### src/common/spc_pkg.sv
// spc_pkg: shared constants and carrier types for the sleep/idle power controller
package spc_pkg;

  // ********************************************************************
  // power-save instruction operand encoding
  // ********************************************************************
  localparam logic [7:0] SPC_OP_SLEEP = 8'h00;
  localparam logic [7:0] SPC_OP_IDLE = 8'h01;

  // ********************************************************************
  // widths and reset values
  // ********************************************************************
  localparam int SPC_IO_W = 16;
  localparam int SPC_OSC_W = 3;
  localparam logic [2:0] SPC_OSC_RST = 3'h0;
  localparam logic [15:0] SPC_IO_RST = 16'h0000;

  // ********************************************************************
  // carrier types
  // ********************************************************************
  typedef struct packed {
    logic valid;
    logic [7:0] operand;
  } spc_cmd_t;

  typedef struct packed {
    logic irqReq;
    logic wdtTimeout;
    logic anyReset;
  } spc_wake_t;

  typedef struct packed {
    logic [SPC_IO_W-1:0] dir;
    logic [SPC_IO_W-1:0] out;
  } spc_io_t;

  typedef enum logic [2:0] {
    SPC_RUN = 3'b001,
    SPC_IDLE = 3'b010,
    SPC_SLEEP = 3'b100
  } spc_state_t;

endpackage

### src/hdl/spc_io_hold.sv
// spc_io_hold: freezes pin direction and output state while a hold is active
`timescale 1ns/1ps
module spc_io_hold
  import spc_pkg::*;
(
  input wire logic clock,
  input wire logic rstn,
  input wire logic hold,
  input wire spc_io_t ioIn,
  output spc_io_t ioOut
);

  spc_io_t io_reg;
  spc_io_t io_next;

  // ********************************************************************
  // latch: follow live value unless frozen
  // ********************************************************************
  assign io_next = hold ? io_reg : ioIn;

  always_ff @(posedge clock) begin
    if (!rstn) begin
      io_reg <= '{dir: SPC_IO_RST, out: SPC_IO_RST};
    end else begin
      io_reg <= io_next;
    end
  end

  assign ioOut = io_reg;

endmodule

### src/hdl/spc_power_ctrl.sv
// spc_power_ctrl: sleep/idle mode control and clock gating for the core and peripherals
`timescale 1ns/1ps

module spc_power_ctrl
  import spc_pkg::*;
(
  input wire logic clock,
  input wire logic rstn,
  input wire spc_cmd_t pwrSaveCmd,
  input wire spc_wake_t wakeIn,
  input wire logic wdtEnable,
  input wire logic calEnable,
  input wire logic calUsesRc,
  input wire logic oscWrite,
  input wire logic [SPC_OSC_W-1:0] oscWriteSel,
  input wire logic oscLocked,
  input wire spc_io_t ioLive,
  output spc_io_t ioPins,
  output logic cpuRun,
  output logic sysClkEn,
  output logic periphClkEn,
  output logic oscEnable,
  output logic [SPC_OSC_W-1:0] curOscSel,
  output logic clkMonEnable,
  output logic rcClkEnable,
  output logic wdtClear,
  output logic irqService,
  output logic [1:0] modeOut
);

  // ********************************************************************
  // input synchronisers for external wake events
  // ********************************************************************
  spc_wake_t wakeMeta_reg;
  spc_wake_t wakeSync_reg;

  always_ff @(posedge clock) begin
    if (!rstn) begin
      wakeMeta_reg <= '0;
      wakeSync_reg <= '0;
    end else begin
      wakeMeta_reg <= wakeIn;
      wakeSync_reg <= wakeMeta_reg;
    end
  end

  // ********************************************************************
  // mode state machine
  // ********************************************************************
  spc_state_t state_reg;
  spc_state_t state_next;
  logic [SPC_OSC_W-1:0] osc_reg;
  logic [SPC_OSC_W-1:0] osc_next;
  logic [SPC_OSC_W-1:0] sleepOsc_reg;
  logic wdtClr_reg;
  logic irqSvc_reg;

  // ********************************************************************
  // command decode
  // ********************************************************************
  function automatic logic opMatch(input spc_cmd_t cmd, input logic [7:0] code);
    return cmd.valid && (cmd.operand == code);
  endfunction

  wire logic wakeAny = wakeSync_reg.irqReq | wakeSync_reg.wdtTimeout
                       | wakeSync_reg.anyReset;
  wire logic enterSleep = opMatch(pwrSaveCmd, SPC_OP_SLEEP);
  wire logic enterIdle = opMatch(pwrSaveCmd, SPC_OP_IDLE);
  wire logic inRun = (state_reg == SPC_RUN);
  wire logic inSleep = (state_reg == SPC_SLEEP);
  // a write in the sleep-entry cycle is dropped so wake resumes the entry source
  wire logic oscWriteOk = oscWrite && !oscLocked && inRun && !enterSleep;

  always_comb begin
    state_next = state_reg;
    case (state_reg)
      SPC_RUN: begin
        if (enterSleep) begin
          state_next = SPC_SLEEP;
        end else if (enterIdle) begin
          state_next = SPC_IDLE;
        end
      end
      SPC_IDLE: begin
        if (wakeAny) begin
          state_next = SPC_RUN;
        end
      end
      SPC_SLEEP: begin
        if (wakeAny) begin
          state_next = SPC_RUN;
        end
      end
      default: begin
        state_next = SPC_RUN;
      end
    endcase
  end

  assign osc_next = oscWriteOk ? oscWriteSel : osc_reg;

  // rstn returns to run (synchronous); the anyReset wake returns to run through wakeAny
  always_ff @(posedge clock) begin
    if (!rstn) begin
      state_reg <= SPC_RUN;
      osc_reg <= SPC_OSC_RST;
      sleepOsc_reg <= SPC_OSC_RST;
      wdtClr_reg <= 1'b0;
      irqSvc_reg <= 1'b0;
    end else begin
      state_reg <= state_next;
      osc_reg <= osc_next;
      if (inRun && enterSleep) begin
        sleepOsc_reg <= osc_reg;
      end
      wdtClr_reg <= inRun && enterSleep && wdtEnable;
      irqSvc_reg <= !inRun && wakeSync_reg.irqReq;
    end
  end

  // ********************************************************************
  // clock gating and outputs
  // ********************************************************************
  assign cpuRun = inRun;
  assign sysClkEn = !inSleep;
  assign periphClkEn = !inSleep;
  assign oscEnable = !inSleep;
  assign curOscSel = inSleep ? sleepOsc_reg : osc_reg;
  assign clkMonEnable = !inSleep;
  assign rcClkEnable = !inSleep || wdtEnable || (calEnable && calUsesRc);
  assign wdtClear = wdtClr_reg;
  assign irqService = irqSvc_reg;
  assign modeOut = inSleep ? 2'h2 : (state_reg == SPC_IDLE) ? 2'h1 : 2'h0;

  spc_io_hold u_hold (
    .clock(clock),
    .rstn(rstn),
    .hold(inSleep),
    .ioIn(ioLive),
    .ioOut(ioPins)
  );

  // ********************************************************************
  // assertion helpers: pin snapshot taken on the first sleep cycle
  // ********************************************************************
  spc_io_t ioSnap_reg;
  logic sleepSeen_reg;

  always_ff @(posedge clock) begin
    if (!rstn) begin
      ioSnap_reg <= '0;
      sleepSeen_reg <= 1'b0;
    end else begin
      sleepSeen_reg <= inSleep;
      if (inSleep && !sleepSeen_reg) begin
        ioSnap_reg <= ioPins;
      end
    end
  end
endmodule

### config.mk
export PLATFORM = sky130hd
export DESIGN_NAME = spc_power_ctrl
export DESIGN_NICKNAME = d
export VERILOG_FILES = /design/src/common/spc_pkg.sv /design/src/hdl/spc_io_hold.sv /design/src/hdl/spc_power_ctrl.sv
export SDC_FILE = /design/constraint.sdc
export NUM_CORES = 1
export LEC_CHECK = 0
export BUFFER_PORTS_ARGS = -buffer_cell sky130_fd_sc_hd__buf_2
export CAP_MARGIN = 40
export CORE_ASPECT_RATIO = 0.7
export CORE_MARGIN = 8
export CORE_UTILIZATION = 40
export CTS_CLUSTER_DIAMETER = 40
export CTS_CLUSTER_SIZE = 14
export DETAILED_ROUTE_END_ITERATION = 6
export PLACE_DENSITY = 0.72
export SETUP_SLACK_MARGIN = 0.4
export SLEW_MARGIN = 10
export SYNTH_ARGS = -nofsm -noshare
export SYNTH_HDL_FRONTEND = slang
export SYNTH_SLANG_ARGS = --single-unit
### constraint.sdc
create_clock -name clock -period 1.6 [get_ports clock]
set_input_delay 0.16 -clock clock [delete_from_list [all_inputs] [get_ports clock]]
set_output_delay 0.16 -clock clock [all_outputs]
set_load 0.02 [all_outputs]
==> Yosys cells after proc, flatten, opt, wreduce, memory -nomap -nowiden <==
Index checks and enable logic that the tools add are counted.
{ "word_totals": {"n_memories": 0, "mem_bits_ro": 0, "inputBits": 54, "ff_bits": 49, "ram_bits": 0, "wordCells": 46, "latchBits": 0, "out_inout_bits": 45} }
{ "classes": {"n_div": 0, "n_eq_ne": 6, "n_reduce_logical": 18, "mux": 7, "n_lt_le_gt_ge": 0, "mul": 0, "n_addsub": 0, "shifts": 0, "n_bitwise": 2} }
{ "op_table": {"columns": ["cell", "count"], "rows": [
  ["3-bit two-way mux", 4],
  ["1-bit logical AND", 9],
  ["8-bit by 1-bit equality test with 1-bit output, second input constant", 1],
  ["8-bit zero test", 1],
  ["3-bit one-hot mux with 2 select lines", 1],
  ["1-bit zero test", 4],
  ["3-bit by 1-bit equality test with 1-bit output, second input constant", 1],
  ["3-bit by 2-bit equality test with 1-bit output, second input constant", 1],
  ["3-bit equality test, second input constant", 1],
  ["3-bit inequality test, second input constant", 1],
  ["1-bit logical OR", 2],
  ["2-bit two-way mux", 1],
  ["2-bit by 1-bit inequality test with 1-bit output, second input constant", 1],
  ["1-bit OR", 2],
  ["2-bit AND reduction", 1],
  ["2-bit OR reduction", 1],
  ["1-bit two-way mux", 1]
]} }

==> Depth between registers and ports, before layout <==
{ "depth": {"ltp_word": 5, "ltp_mapped": 7, "mapped_depth_nobuf": 6} }

==> Cells and area by module <==
Synthesis repeated with hierarchy kept, for this count alone.
{ "unflattened": {"hier_cells": 177, "hier_area_um2": 1976.9} }
{ "modules_own_cells": {"columns": ["mod", "instances", "area_each_um2", "seq_area_each_um2", "cells_each"], "rows": [
  ["spc_io_hold", 1, 1243.7, 640.6, 103],
  ["spc_power_ctrl", 1, 733.2, 340.3, 74]
]} }

==> Least setup slack after synthesis <==
Ideal clock, no wire load.
{ "synth_timing": {"path_kind": "register to output", "startpoint": "register state_reg[0]", "endpoint": "output curOscSel[0]", "n_path_buf": 1, "path_slack_ns": 0.109, "path_stages_with_launch": 6, "arrival_time_ns": 1.331, "required_ns": 1.440, "cell_sequence": "dfxtp_1 -> nor2_1 -> nand2_1 -> clkbuf_1 -> nand2_1 -> nand2_1"} }
{ "synth_via": {"elab_chain_len": 2} }
{ "synth_rtl": {"columns": ["element", "line_no", "rtl"], "rows": [
  ["from (decl)", "spc_power_ctrl.sv:50", "spc_state_t state_reg;"],
  ["from (signal assigned)", "spc_power_ctrl.sv:111", "state_reg <= state_next;"],
  ["3-bit equality test", "spc_power_ctrl.sv:70", "wire logic inSleep = (state_reg == SPC_SLEEP);"],
  ["3-bit two-way mux", "spc_power_ctrl.sv:128", "assign curOscSel = inSleep ? sleepOsc_reg : osc_reg;"],
  ["to (decl)", "spc_power_ctrl.sv:23", "output logic [SPC_OSC_W-1:0] curOscSel,"]
]} }
Every way passes these cells.

==> Worst setup path in the final report <==
{ "layout_timing": {"startpoint": "register state_reg[0]", "endpoint": "output curOscSel[2]"} }
The elaborated chain is that of the path after synthesis.

==> flow_metrics.env <==
export IMPL_gr_total_overflow=0
export IMPL_setup_tns_ns=0
export IMPL_synth_area_leader_cell="dfxtp_1"
export IMPL_synthArstFlopShare_pct=0
export IMPL_holdPathStages=2
export IMPL_grt_max_degree=29
export IMPL_grt_setup_unrepaired="true"
export IMPL_largest_reg_flops=32
export IMPL_first_iter_violations=41
export IMPL_ys_ff_latch=49
export IMPL_drive_above_1_share_pct=43.9
export IMPL_cts_sinks=49
export IMPL_clk_pin_slew_ns=0.08
export IMPL_area_growth_pct=50.1
export IMPL_antenna_left=0
export IMPL_synth_ff_type="dfxtp_1"
export IMPL_finalHoldViolCount=0
export IMPL_ios=99
export IMPL_drv_cap=0
export IMPL_fin_crit_sh_pct=89.5
export IMPL_coreArea_um2=4680
export IMPL_die_w_um=98.4
export IMPL_synth_area_leaders="dfxtp_1 52%, nand2_1 17%, a21boi_0 13%"
export IMPL_avgSynthCellArea_um2=8.61
export IMPL_place_hpwl_um=3760
export IMPL_grt_first_pass_wirelength_um=8470
export IMPL_clock_path_buffers=2
export IMPL_synth_cell_types=25
export IMPL_synth_edf_count=0
export IMPL_relSlewSlack_pct=69.7
export IMPL_power_leakage_nw=1.47
export IMPL_reg2reg_slack_ns=0.18
export IMPL_antenna_found_initial=0
export IMPL_yosysMostFrequentCell="nand2_1"
export IMPL_p_per_area_nw_per_um2=864
export IMPL_routabilityCongestion=0.759
export IMPL_yosysWarnings=0
export IMPL_critPathRequiredTime_ns=1.44
export IMPL_r2r_cells=8
export IMPL_cts_hold_buffers=0
export IMPL_timing_fmax_mhz=698
export IMPL_drc=0
export IMPL_setup_viol=0
export IMPL_rows=21
export IMPL_grt_pass1_vias=1857
export IMPL_fin_total_pwr_w=0.00246
export IMPL_port_buffers=98
export IMPL_vias_per_cell=4.68
export IMPL_critPathArrivalTime_ns=1.27
export IMPL_cts_root_buf="clkbuf_8"
export IMPL_startpoint_type="register"
export IMPL_pre_cts_ws_ns=0.172
export IMPL_routedWlPerCell_um=13.6
export IMPL_min_period_ns=1.43
export IMPL_via_count=1810
export IMPL_slowest_stage="dfxtp_4"
export IMPL_initial_utilization_pct=40.7
export IMPL_fin_ws_ns=0.168
export IMPL_worstSkewPairLatency_ns=0.29
export IMPL_die_h_um=73.7
export IMPL_finClkSkew_ns=0.00538
export IMPL_nNetsFinal=383
export IMPL_peakVddDrop_mv=0.520
export IMPL_crit_reg2reg_launch="state_reg[0]"
export IMPL_synth_top_area_share_pct=51.6
export IMPL_maxSlewViolCount=0
export IMPL_reg2reg_to="state_reg[0]"
export IMPL_critPathMaxStageDelay_ns=0.37
export IMPL_totalWireLength_um=5250
export IMPL_yosysSeqAreaShare_pct=51.6
export IMPL_cts_tree="done"
export IMPL_cp_end_kind="output port"
export IMPL_synthesis_nets=275
export IMPL_hp_start="wakeIn[2]"
export IMPL_worst_pin_slew_ns=0.452
export IMPL_antenna_cells=0
export IMPL_first_pass_iters=4
export IMPL_status="finished, final reports clean"
export IMPL_netlist_area_um2=1900
export IMPL_die_area_um2=7250
export IMPL_track_usage_pct=14.3
export IMPL_htreeDepth=2
export IMPL_critical_path_class="reg -> out"
export IMPL_hold_path_class="in -> reg"
export IMPL_netlist_instances=221
export IMPL_cts_buffers=5
export IMPL_crit_path_cell_trace="nor2_4 > nand2_4 > buf_12 > nand2_1 > nand2_2 > buf_6"
export IMPL_holdPathEnd="wakeMeta_reg[2]"
export IMPL_path_max_fanout=9
export IMPL_synth_common_cells="88 x nand2_1, 49 x dfxtp_1, 33 x a21boi_0"
[kinds of logic after synthesis]
| group | after synthesis | synth area share, % |
|---|---|---|
| compound gates | 38 | 14.7 |
| flops | 49 | 51.6 |
| buf+inv | 20 | 5.33 |
| mux | 6 | 3.16 |
| simple gates | 108 | 25.3 |
[repair_timing]
action,4_1_cts,5_1_grt
endpoints found under the hold margin,0,0
gates cloned,1,0
gates resized for setup,36,27
setup buffers,8,5
pin swaps,8,5
endpoints found under the setup margin,35,54
[where the power goes]
group	total [W]	internal (W)	switching, W
logic	0.000284	0.000133	0.000151
registers	0.00129	0.00127	0.0000239
clock network	0.000887	0.000510	0.000377
[worst max-delay path: cells and delay by family (launching register included)]
kind / cells / cell delay (ns)
and+or+nand+nor: 4 / 0.34
DFF: 1 / 0.37
buffers and inverters: 2 / 0.27
[layout by cell type (no fill, tap or decap), types with 2 or more instances in the layout]
cell type,netlist,routed
buf_4,4,15
dfxtp_1,49,47
buf_2,3,88
a21oi_1,2,2
buf_8,0,2
mux2i_1,6,6
a21boi_1,1,15
nand2_2,1,6
buf_6,1,8
nand2_1,88,81
buf_12,0,3
clkbuf_8,0,6
nand2_4,0,2
and2_1,6,6
a21boi_0,33,18
dfxtp_4,0,2
nor2b_1,3,2
[per-layer routing]
metal / routed length [um] / global-route usage [%] / vias to the layer above / part of all wire, %
li1: - / - / 920 / -
met1: 2190 / 15.5 / 818 / 42
met2: 2430 / 24.3 / 66 / 46
met3: 578 / 7.57 / 6 / 11
met4: 50 / 3.55 / 0 / 0.95
met5: 0 / 0 / - / 0
[through the flow]
stage               utilization, %  hold slack [ns]  area [um^2]  std cells
floorplan                        -            0.274         1920        221
global placement              52.4            0.369         2450        365
detailed placement            52.4            0.370         2450        365
CTS                           59.3           0.0651         2770        382
global route                  61.0           0.0704         2850        387
finish                        61.0           0.0727         2850        387
[area by class of cell]
type / count / area [um^2]
Clock buffer: 7 / 86.3
Clock inverter: 1 / 30.0
Fill cell: 448 / 1820
Inverter: 3 / 13.8
Multi-Input combinational cell: 152 / 891
Sequential cell: 49 / 988
Tap cell: 57 / 71.3
Timing Repair Buffer: 118 / 773
[how the worst max path moves through the flow]
stage | endpoint | slack [ns] | cells past startpoint | from
after CTS | curOscSel[2] | 0.17 | 7 | state_reg[1]
final | curOscSel[2] | 0.17 | 6 | state_reg[0]
after detailed placement | sleepOsc_reg[0] | 0.17 | 5 | pwrSaveCmd[4]
after global routing | state_reg[0] | 0.09 | 8 | state_reg[0]
after global placement | sleepOsc_reg[2] | 0.22 | 5 | pwrSaveCmd[1]
after floorplan | u_hold.ioOut[0] | 0.37 | 7 | state_reg[1]
(Power assumes the default switching activity.)
